<file path="config.mk">
export PLATFORM = sky130hd
export DESIGN_NAME = pwm_capture_timer16
export DESIGN_NICKNAME = d
export VERILOG_FILES = /design/src/timer16_pkg.sv /design/src/timer_ctl_if.sv /design/src/pwm_capture_timer16.sv /design/src/timer16_edge_detect.sv /design/src/timer16_prescaler.sv
export VERILOG_INCLUDE_DIRS = /design/src
export SDC_FILE = /design/constraint.sdc
export NUM_CORES = 1
export LEC_CHECK = 0
export ABC_AREA = 1
export BUFFER_PORTS_ARGS = -buffer_cell sky130_fd_sc_hd__clkbuf_2
export CORE_MARGIN = 5
export CORE_UTILIZATION = 30
export CTS_CLUSTER_DIAMETER = 120
export DETAILED_ROUTE_END_ITERATION = 8
export HOLD_SLACK_MARGIN = 0.06
export PLACE_DENSITY = 0.53
export SLEW_MARGIN = 40
export SYNTH_ARGS = -nofsm -noshare
export SYNTH_HDL_FRONTEND = slang
export SYNTH_HIERARCHICAL = 1
export SYNTH_SLANG_ARGS = --single-unit
</file>
<file path="constraint.sdc">
create_clock -name pclk -period 3.7 [get_ports pclk]
set_input_delay 0.74 -clock pclk [delete_from_list [all_inputs] [get_ports pclk]]
set_output_delay 0.74 -clock pclk [all_outputs]
set_load 0.05 [all_outputs]
</file>
<file path="src/timer16_regs.svh">
`ifndef TIMER16_REGS_SVH
`define TIMER16_REGS_SVH

// register byte offsets on the bus
`define TMR_OFF_CTRL_A      8'h00
`define TMR_OFF_CTRL_B      8'h04
`define TMR_OFF_CNT_H       8'h08
`define TMR_OFF_CNT_L       8'h0c
`define TMR_OFF_PWM_H       8'h10
`define TMR_OFF_PWM_L       8'h14
`define TMR_OFF_RLD_H       8'h18
`define TMR_OFF_RLD_L       8'h1c
`define TMR_OFF_STATUS      8'h20

// control A fields
`define TMR_A_CAUSE         0
`define TMR_A_IRQSEL_LO     1
`define TMR_A_PIN_ALT       3
`define TMR_A_PIN_COUNT     4

// control B fields
`define TMR_B_MODE_LO       0
`define TMR_B_PRESC_LO      3
`define TMR_B_POL           6
`define TMR_B_EN            7

// reset and restart values
`define TMR_RST_CNT         16'h0001
`define TMR_RST_PWM         16'h0000
`define TMR_RST_RLD         16'hffff
`define TMR_RESTART         16'h0001

`endif

</file>
<file path="src/timer16_pkg.sv">
package timer16_pkg;

	typedef enum logic [1:0] {
		ST_IDLE  = 2'b00,
		ST_ARMED = 2'b01,
		ST_RUN   = 2'b11
	} tmr_state_t;

	typedef enum logic [1:0] {
		MODE_CONT = 2'b00,
		MODE_PWM  = 2'b01,
		MODE_DUAL = 2'b10,
		MODE_CAP  = 2'b11
	} tmr_mode_t;

	typedef enum logic [1:0] {
		IRQ_BOTH   = 2'b00,
		IRQ_CAP    = 2'b01,
		IRQ_RELOAD = 2'b10,
		IRQ_RSVD   = 2'b11
	} irq_sel_t;

	typedef logic [2:0] presc_sel_t;

	typedef struct packed {
		logic        en;
		logic        pol;
		tmr_mode_t   mode;
		presc_sel_t  presc;
		irq_sel_t    irq_sel;
		logic        pin_alt;
		logic        pin_count;
		logic        cause;
		logic [15:0] cnt;
		logic [15:0] pwm;
		logic [15:0] rld;
		logic [7:0]  hold;
		tmr_state_t  st;
		logic        out;
		logic        pin_out;
		logic        pin_oe;
		logic        irq;
		logic [31:0] prdata;
		logic        pready;
		logic        pslverr;
	} core_state_t;

endpackage

</file>
<file path="src/timer_ctl_if.sv">
`timescale 1ns/1ps
`default_nettype none

interface timer_ctl_if;
	import timer16_pkg::*;

	logic       run;
	presc_sel_t presc_sel;
	logic       tick;
	logic       pin_in;
	logic       pin_ok;
	logic       edge_pol;
	logic       edge_seen;

	modport presc (input run, presc_sel, output tick);
	modport edge_det (input pin_in, pin_ok, edge_pol, output edge_seen);
	modport core (output run, presc_sel, pin_in, pin_ok, edge_pol, input tick, edge_seen);
endinterface

`default_nettype wire
</file>
<file path="src/pwm_capture_timer16.sv">
// Summary of operation
// - polarity 0 PWM: output low, high at compare match, low at reload.
// - in PWM modes the count restarts at one after every reload.
// - PWM period is reload times prescale system clocks.
// - high fraction is pwm/reload at polarity 1, (reload-pwm)/reload at 0.
// - a non-one start value makes the first period run start to reload.
// - dual PWM turns the shared pin into the complementary output.
// - otherwise the selected shared pin is a timer input, and the counting source in continuous mode.
// - capture copies the count into the PWM registers on the chosen edge.
// - capture mode counts prescaled system clocks, not the pin.
// - capture raises the interrupt, sets the cause flag, keeps counting.
// - capture-mode reload raises the interrupt, clears the cause flag.
// - interrupt fires on both events by default, or one via select field.
// - capture counting starts on the first edge, which raises no interrupt.
// - capture elapsed time is (capture - start) times prescale clocks.
// - high-byte read while enabled latches low byte for the next low read.
// - low-byte read while disabled returns the live count.
// - timer output toggles on every counter reload outside the PWM modes.
`include "timer16_regs.svh"
`timescale 1ns/1ps
`default_nettype none

module pwm_capture_timer16
	import timer16_pkg::*;
#(
	parameter int ADDR_W     = 8,
	parameter int CNT_W      = 16,
	parameter int PRESC_BITS = 3
) (
	input  wire logic              pclk,
	input  wire logic              presetn,
	input  wire logic [ADDR_W-1:0] paddr,
	input  wire logic              psel,
	input  wire logic              penable,
	input  wire logic              pwrite,
	input  wire logic [31:0]       pwdata,
	output logic      [31:0]       prdata,
	output logic                   pready,
	output logic                   pslverr,
	input  wire logic              pin_in,
	output logic                   pin_out,
	output logic                   pin_oe,
	output logic                   timer_out,
	output logic                   timer_irq
);
	core_state_t r;
	core_state_t n;
	timer_ctl_if ctl ();

	logic       setup;
	logic       access;
	logic [7:0] off;
	logic       cnt_tick;
	logic       reload_hit;
	logic       cap_evt;
	logic       first_edge;

	initial begin
		if (CNT_W != 16 || ADDR_W < 6 || ADDR_W > 8) begin
			$error("timer supports a 16-bit count and 6 to 8 address bits");
		end
	end

	// decode: true for any mapped register offset
	function automatic logic is_mapped(input logic [7:0] a);
		unique case (a)
			`TMR_OFF_CTRL_A, `TMR_OFF_CTRL_B, `TMR_OFF_CNT_H, `TMR_OFF_CNT_L,
			`TMR_OFF_PWM_H, `TMR_OFF_PWM_L, `TMR_OFF_RLD_H, `TMR_OFF_RLD_L,
			`TMR_OFF_STATUS: is_mapped = 1'b1;
			default:         is_mapped = 1'b0;
		endcase
	endfunction

	// true for modes whose output follows the compare/reload waveform
	function automatic logic is_pwm(input tmr_mode_t m);
		is_pwm = (m == MODE_PWM) || (m == MODE_DUAL);
	endfunction

	timer16_prescaler #(
		.PRESC_BITS(PRESC_BITS)
	) u_presc (
		.pclk    (pclk),
		.presetn (presetn),
		.ctl     (ctl)
	);

	timer16_edge_detect u_edge (
		.pclk    (pclk),
		.presetn (presetn),
		.ctl     (ctl)
	);

	// shared pin is an input only when routed and not driving the complement
	assign ctl.run       = (r.st == ST_RUN);
	assign ctl.presc_sel = r.presc;
	assign ctl.pin_in    = pin_in;
	assign ctl.pin_ok    = r.pin_alt && (r.mode != MODE_DUAL);
	assign ctl.edge_pol  = r.pol;

	assign setup  = psel && !penable;
	assign access = psel && penable;
	assign off    = 8'(paddr);

	// pin counting only in continuous mode; capture always uses the clock
	assign cnt_tick   = (r.mode == MODE_CONT && r.pin_count && ctl.pin_ok)
		? ctl.edge_seen : ctl.tick;
	assign reload_hit = (r.st == ST_RUN) && cnt_tick && (r.cnt == r.rld);
	assign cap_evt    = (r.st == ST_RUN) && (r.mode == MODE_CAP) && ctl.edge_seen;
	assign first_edge = (r.st == ST_ARMED) && ctl.edge_seen;

	always_comb begin
		n = r;
		n.irq = 1'b0;
		n.pready = 1'b1;

		// counting; a start value other than one only shapes the first pass
		if (r.st == ST_RUN && cnt_tick) begin
			if (reload_hit) begin
				n.cnt = `TMR_RESTART;
			end else begin
				n.cnt = 16'(r.cnt + 16'h0001);
			end
		end

		// output waveform: reload returns PWM modes to the polarity level and toggles it otherwise; match flips it
		if (reload_hit) begin
			if (is_pwm(r.mode)) begin
				n.out = r.pol;
			end else begin
				n.out = !r.out;
			end
		end else if (r.st == ST_RUN && cnt_tick && is_pwm(r.mode) && r.cnt == r.pwm) begin
			n.out = !r.pol;
		end

		// capture bookkeeping; a capture in the reload cycle keeps the flag set
		if (reload_hit && r.mode == MODE_CAP) begin
			n.cause = 1'b0;
		end
		if (cap_evt) begin
			n.pwm   = r.cnt;
			n.cause = 1'b1;
		end
		n.irq = (cap_evt && r.irq_sel != IRQ_RELOAD)
			|| (reload_hit && r.irq_sel != IRQ_CAP);

		// the first qualifying edge only starts the count
		if (first_edge) begin
			n.st = ST_RUN;
		end

		// read data and the coherent-read latch are taken in the setup cycle
		if (setup) begin
			n.pslverr = !is_mapped(off);
			n.prdata  = '0;
			unique case (off)
				`TMR_OFF_CTRL_A: begin
					n.prdata[`TMR_A_CAUSE] = r.cause;
					n.prdata[`TMR_A_IRQSEL_LO +: 2] = r.irq_sel;
					n.prdata[`TMR_A_PIN_ALT] = r.pin_alt;
					n.prdata[`TMR_A_PIN_COUNT] = r.pin_count;
				end
				`TMR_OFF_CTRL_B: begin
					n.prdata[`TMR_B_MODE_LO +: 2] = r.mode;
					n.prdata[`TMR_B_PRESC_LO +: 3] = r.presc;
					n.prdata[`TMR_B_POL] = r.pol;
					n.prdata[`TMR_B_EN] = r.en;
				end
				`TMR_OFF_CNT_H: begin
					n.prdata[7:0] = r.cnt[15:8];
					if (!pwrite && r.en) begin
						n.hold = r.cnt[7:0];
					end
				end
				`TMR_OFF_CNT_L:  n.prdata[7:0] = r.en ? r.hold : r.cnt[7:0];
				`TMR_OFF_PWM_H:  n.prdata[7:0] = r.pwm[15:8];
				`TMR_OFF_PWM_L:  n.prdata[7:0] = r.pwm[7:0];
				`TMR_OFF_RLD_H:  n.prdata[7:0] = r.rld[15:8];
				`TMR_OFF_RLD_L:  n.prdata[7:0] = r.rld[7:0];
				`TMR_OFF_STATUS: n.prdata[2:0] = {r.st, r.out};
				default:         n.prdata = '0;
			endcase
		end

		// writes land at the access edge and override the counting above
		if (access && pwrite) begin
			unique case (off)
				`TMR_OFF_CTRL_A: begin
					n.irq_sel   = irq_sel_t'(pwdata[`TMR_A_IRQSEL_LO +: 2]);
					n.pin_alt   = pwdata[`TMR_A_PIN_ALT];
					n.pin_count = pwdata[`TMR_A_PIN_COUNT];
				end
				`TMR_OFF_CTRL_B: begin
					n.mode  = tmr_mode_t'(pwdata[`TMR_B_MODE_LO +: 2]);
					n.presc = pwdata[`TMR_B_PRESC_LO +: 3];
					n.pol   = pwdata[`TMR_B_POL];
					n.en    = pwdata[`TMR_B_EN];
					if (!pwdata[`TMR_B_EN]) begin
						n.st = ST_IDLE;
					end else if (!r.en) begin
						// starting: capture waits for its first edge
						n.st = (tmr_mode_t'(pwdata[`TMR_B_MODE_LO +: 2]) == MODE_CAP)
							? ST_ARMED : ST_RUN;
						n.out = pwdata[`TMR_B_POL];
					end
				end
				`TMR_OFF_CNT_H: n.cnt[15:8] = pwdata[7:0];
				`TMR_OFF_CNT_L: n.cnt[7:0]  = pwdata[7:0];
				`TMR_OFF_PWM_H: if (!cap_evt) n.pwm[15:8] = pwdata[7:0];
				`TMR_OFF_PWM_L: if (!cap_evt) n.pwm[7:0]  = pwdata[7:0];
				`TMR_OFF_RLD_H: n.rld[15:8] = pwdata[7:0];
				`TMR_OFF_RLD_L: n.rld[7:0]  = pwdata[7:0];
				default: ;
			endcase
		end

		// dual mode drives the complement on the shared pin
		n.pin_oe  = n.en && (n.mode == MODE_DUAL);
		n.pin_out = n.pin_oe && !n.out;
	end

	always_ff @(posedge pclk or negedge presetn) begin
		if (!presetn) begin
			r       <= '0;
			r.cnt   <= `TMR_RST_CNT;
			r.pwm   <= `TMR_RST_PWM;
			r.rld   <= `TMR_RST_RLD;
			r.st    <= ST_IDLE;
			r.mode  <= MODE_CONT;
			r.irq_sel <= IRQ_BOTH;
		end else begin
			r <= n;
		end
	end

	assign prdata    = r.prdata;
	assign pready    = r.pready;
	assign pslverr   = r.pslverr;
	assign pin_out   = r.pin_out;
	assign pin_oe    = r.pin_oe;
	assign timer_out = r.out;
	assign timer_irq = r.irq;

	logic wr_cnt;
	assign wr_cnt = access && pwrite && (off == `TMR_OFF_CNT_H || off == `TMR_OFF_CNT_L);
endmodule

`default_nettype wire

</file>
<file path="src/timer16_edge_detect.sv">
`timescale 1ns/1ps
`default_nettype none

module timer16_edge_detect (
	input  wire logic     pclk,
	input  wire logic     presetn,
	timer_ctl_if.edge_det ctl
);
	typedef struct packed {
		logic prev;
		logic seen;
	} edge_st_t;

	edge_st_t r;
	edge_st_t n;

	// polarity 1 picks rising edges, 0 falling; the pin is ignored when not selected
	always_comb begin
		n = r;
		n.prev = ctl.pin_in;
		n.seen = ctl.pin_ok && (ctl.edge_pol ? (ctl.pin_in && !r.prev)
			: (!ctl.pin_in && r.prev));
	end

	always_ff @(posedge pclk or negedge presetn) begin
		if (!presetn) begin
			r <= '0;
		end else begin
			r <= n;
		end
	end

	assign ctl.edge_seen = r.seen;

endmodule

`default_nettype wire

</file>
<file path="src/timer16_prescaler.sv">
`timescale 1ns/1ps
`default_nettype none

module timer16_prescaler
	import timer16_pkg::*;
#(
	parameter int PRESC_BITS = 3
) (
	input  wire logic   pclk,
	input  wire logic   presetn,
	timer_ctl_if.presc  ctl
);
	localparam int DIV_W = (1 << PRESC_BITS) - 1;

	typedef struct packed {
		logic [DIV_W-1:0] cnt;
		logic             tick;
	} presc_st_t;

	presc_st_t r;
	presc_st_t n;

	initial begin
		if (PRESC_BITS != $bits(presc_sel_t)) begin
			$error("prescaler select width must match the control field");
		end
	end

	// tick once every 2**sel clocks; divider is held cleared while stopped
	always_comb begin
		logic [DIV_W-1:0] last;
		last = DIV_W'((1 << ctl.presc_sel) - 1);
		n = r;
		n.tick = ctl.run && (r.cnt == last);
		if (!ctl.run || r.cnt == last) begin
			n.cnt = '0;
		end else begin
			n.cnt = DIV_W'(r.cnt + 1'b1);
		end
	end

	always_ff @(posedge pclk or negedge presetn) begin
		if (!presetn) begin
			r <= '0;
		end else begin
			r <= n;
		end
	end

	assign ctl.tick = r.tick;
endmodule

`default_nettype wire

</file>
==> reports/metrics.yaml <==
status:
  status: "complete, no violations"
global_route:
  grt.total_usage: 0.164
  grt_pass1_vias: 4925
  grt_max_degree: 57
  grt_pass1_wl_um: 28000
  gr-total-overflow: 0
  antenna_found_initial: 0
place:
  pre_cts_slack_ns: 1.17
  dp_hpwl_um: 13200
  placed_area_um2: 6220
  numPortBuffers: 35
  dp_cells: 1102
  gp_congestion: 0.880
power_and_ir_drop:
  p_switching_uw: 599
  switching_share: 0.267
  ir_drop_mv: 0.133
  pwr_density_cell_nw_per_um2: 344
  p_int_mw: 1.65
  power_frac_clock: 0.437
  p_seq_frac: 0.474
  leakage_nw: 3.20
  p_comb_frac: 0.090
synth:
  synthTopCellsByArea: "dfrtp_1, nand2_1, dfstp_2, inv_1, o21ai_0"
  avgSynthCellArea_um2: 7.20
  syn_inst: 823
  netlist-cell-type-count: 39
  synth-warning-count: 6
  synth_fa_ha_area_frac: 0.0106
  yosysMostFrequentCell: "nand2_1"
  synth_compound_area_frac: 0.128
  synth-xor-area-share: 0.0207
  async_reset_ff_frac: 1.00
  ys_seq_elements: 94
  synthSimpleGateAreaFrac: 0.303
  synth_edf_count: 0
  netlist_area_um2: 5930
  ys_dominant_reg_cell: "dfrtp_1"
  synth_top_family_by_area: "simple AND/OR/NAND/NOR gates"
  synthTopCellsByCount: "nand2_1, inv_1, dfrtp_1, o21ai_0, nor2_1"
  muxShareOfSynthArea: 0
  ys_seq_area_frac: 0.400
  synth_top_area_cell: "dfrtp_1"
  yosys.area.top_type_share: 0.325
hold_path:
  min-delay-path-class: "input port to async pin"
routing:
  drt-vias-per-instance: 4.67
  vias: 5216
  final_antenna_net_count: 0
  drtIter0Drc: 375
  drt-total-wl_um: 17900
  drc: 0
  drtPass1Iterations: 5
  wire_per_inst_um: 16.0
layout:
  n_fill_cell: 2072
  diodes: 0
  fin_cells: 1118
  nNetsFinal: 899
  area_growth_syn_to_layout_pct: 10.1
  drive_gt1_frac: 0.147
  fin_util: 0.335
  final_cell_area_um2: 6530
run:
  cap_violations: 0
floorplan:
  rows: 51
  die_w_um: 151
  start_util: 0.305
  die-height_um: 151
  core_area_um2: 19500
  ios: 84
  die-area_um2: 22700
timing:
  setup_violations: 0
  setup_tns_ns: 0
  fmax_ghz: 0.445
  tightest_slew_ns: 0.813
  rsz0062_at_grt: "no"
  hold_viol_final: 0
  fin_ws_ns: 1.45
  period_minus_slack_ns: 2.25
  slew_headroom: 0.456
  post-route-period-util: 0.607
  slew_viol_final: 0
  clock-skew-final_ns: 0.00943
critical_path:
  criticalPathCategory: "register to register"
  cpPeakStageDelay_ns: 0.80
  required_ns: 3.96
  cp-end-kind: "register"
  r2r-end: "r[40]"
  crit_fanout: 20
  r2r-start: "r[107]"
  cpLargestDelayFamily: "flip-flops"
  critPathBufInv: 1
  cp_cell_sequence: "inv_1 > nor3_1 > nand2_1 > o21ai_0"
  rrSetupSlack_ns: 1.45
  crit_slowest_cell: "dfrtp_1"
  start_kind: "register"
  worst_r2r_path_depth: 4
  critPathArrivalTime_ns: 2.50
clock_network:
  cts_resized: 0
  cts_tree: "done"
  holdBufCountCts: 0
  clockBufferDepth: 2
  cts-root-buf: "clkbuf_16"
  clock_latency_ns: 0.35
  clock_sinks: 94
  h-tree-depth: 3
  path_clk_slew_ns: 0.07
  numCtsBuffers: 9
  post_cts_buffers: 0
state kept, by name, summed over array words and instances, names as in the netlist:
| name | flops |
|---|---|
| u_presc/r | 7 |
| r | 66 |
| timer_irq | 1 |
| ctl.presc_sel | 3 |
| pin_oe | 1 |
| pin_out | 1 |
| pready | 1 |
| u_edge/r | 1 |
| ctl.edge_pol | 1 |
| u_edge/ctl.edge_seen | 1 |
| prdata | 8 |
| timer_out | 1 |
| u_presc/ctl.tick | 1 |
| pslverr | 1 |
metal layers:
| metal | wire, um | share of wire | global-route usage |
|---|---|---|---|
| met1 | 8320 | 0.47 | 0.233 |
| met2 | 7830 | 0.44 | 0.249 |
| met3 | 1100 | 0.062 | 0.0232 |
| met4 | 603 | 0.034 | 0.0734 |
| met5 | 0 | 0 | 0 |
power groups by stage:
stage	Clock (mW)	Sequential, mW	Combinational, mW
2_1_floorplan	0	1.08	0.150
3_3_place_gp	0	1.08	0.203
3_5_place_dp	0	1.08	0.203
4_1_cts	1.00	1.06	0.203
5_1_grt	1.03	1.07	0.224
6_report	0.981	1.06	0.201
metrics by stage:
step | hold slack, ns | power (mW)
2_1_floorplan | 0.444 | 1.23
3_3_place_gp | 0.462 | 1.28
3_5_place_dp | 0.465 | 1.29
4_1_cts | 0.483 | 2.27
5_1_grt | 0.411 | 2.32
6_report | 0.360 | 2.25
layout make-up:
| class | count | area, um2 | area share |
|---|---|---|---|
| Multi-Input combinational cell | 579 | 2830 | 0.434 |
| Sequential cell | 94 | 2370 | 0.364 |
| Inverter | 127 | 479 | 0.0734 |
| Tap cell | 265 | 332 | 0.0508 |
| Clock buffer | 13 | 260 | 0.0399 |
| Timing Repair Buffer | 37 | 209 | 0.0320 |
| Clock inverter | 3 | 42.5 | 0.00652 |
worst max-delay path by stage:
stage	startpoint	cells past startpoint	to	slack, ns
5_1_grt	r[107]	5	r[40]	1.28
3_5_place_dp	psel	7	r[40]	1.17
6_report	r[107]	4	r[40]	1.45
4_1_cts	r[107]	4	r[40]	1.43
3_3_place_gp	psel	8	r[40]	1.16
2_1_floorplan	paddr[1]	10	r[85]	1.83
logic make-up (layout without fill, tap and decap cells):
kind of cell / after synthesis / after routing
compound gates: 132 / 132
xor+xnor: 14 / 14
fa+ha+maj: 5 / 5
buf+inv: 173 / 180
flops: 94 / 94
other cells: 2 / 25
simple gates: 403 / 403
cell usage in the layout (no fill, tap or decap), types with 7 or more instances in the layout:
cell type  netlist  layout
conb_1           2      25
inv_1          113     113
nor2_2          15      15
nand3_1         38      38
a21oi_1         13      13
nand2_2         11      11
dfstp_2         17      17
clkbuf_16        0       9
nor2_1          59      59
xor2_1          12      12
o221ai_1        10      10
dfrtp_1         77      77
clkbuf_2         0      34
o211ai_1         7       7
o21ai_0         70      70
inv_2           13      13
nand2_1        254     254
o22ai_1         23      23
Note: power is estimated with default switching activity, not from simulation.
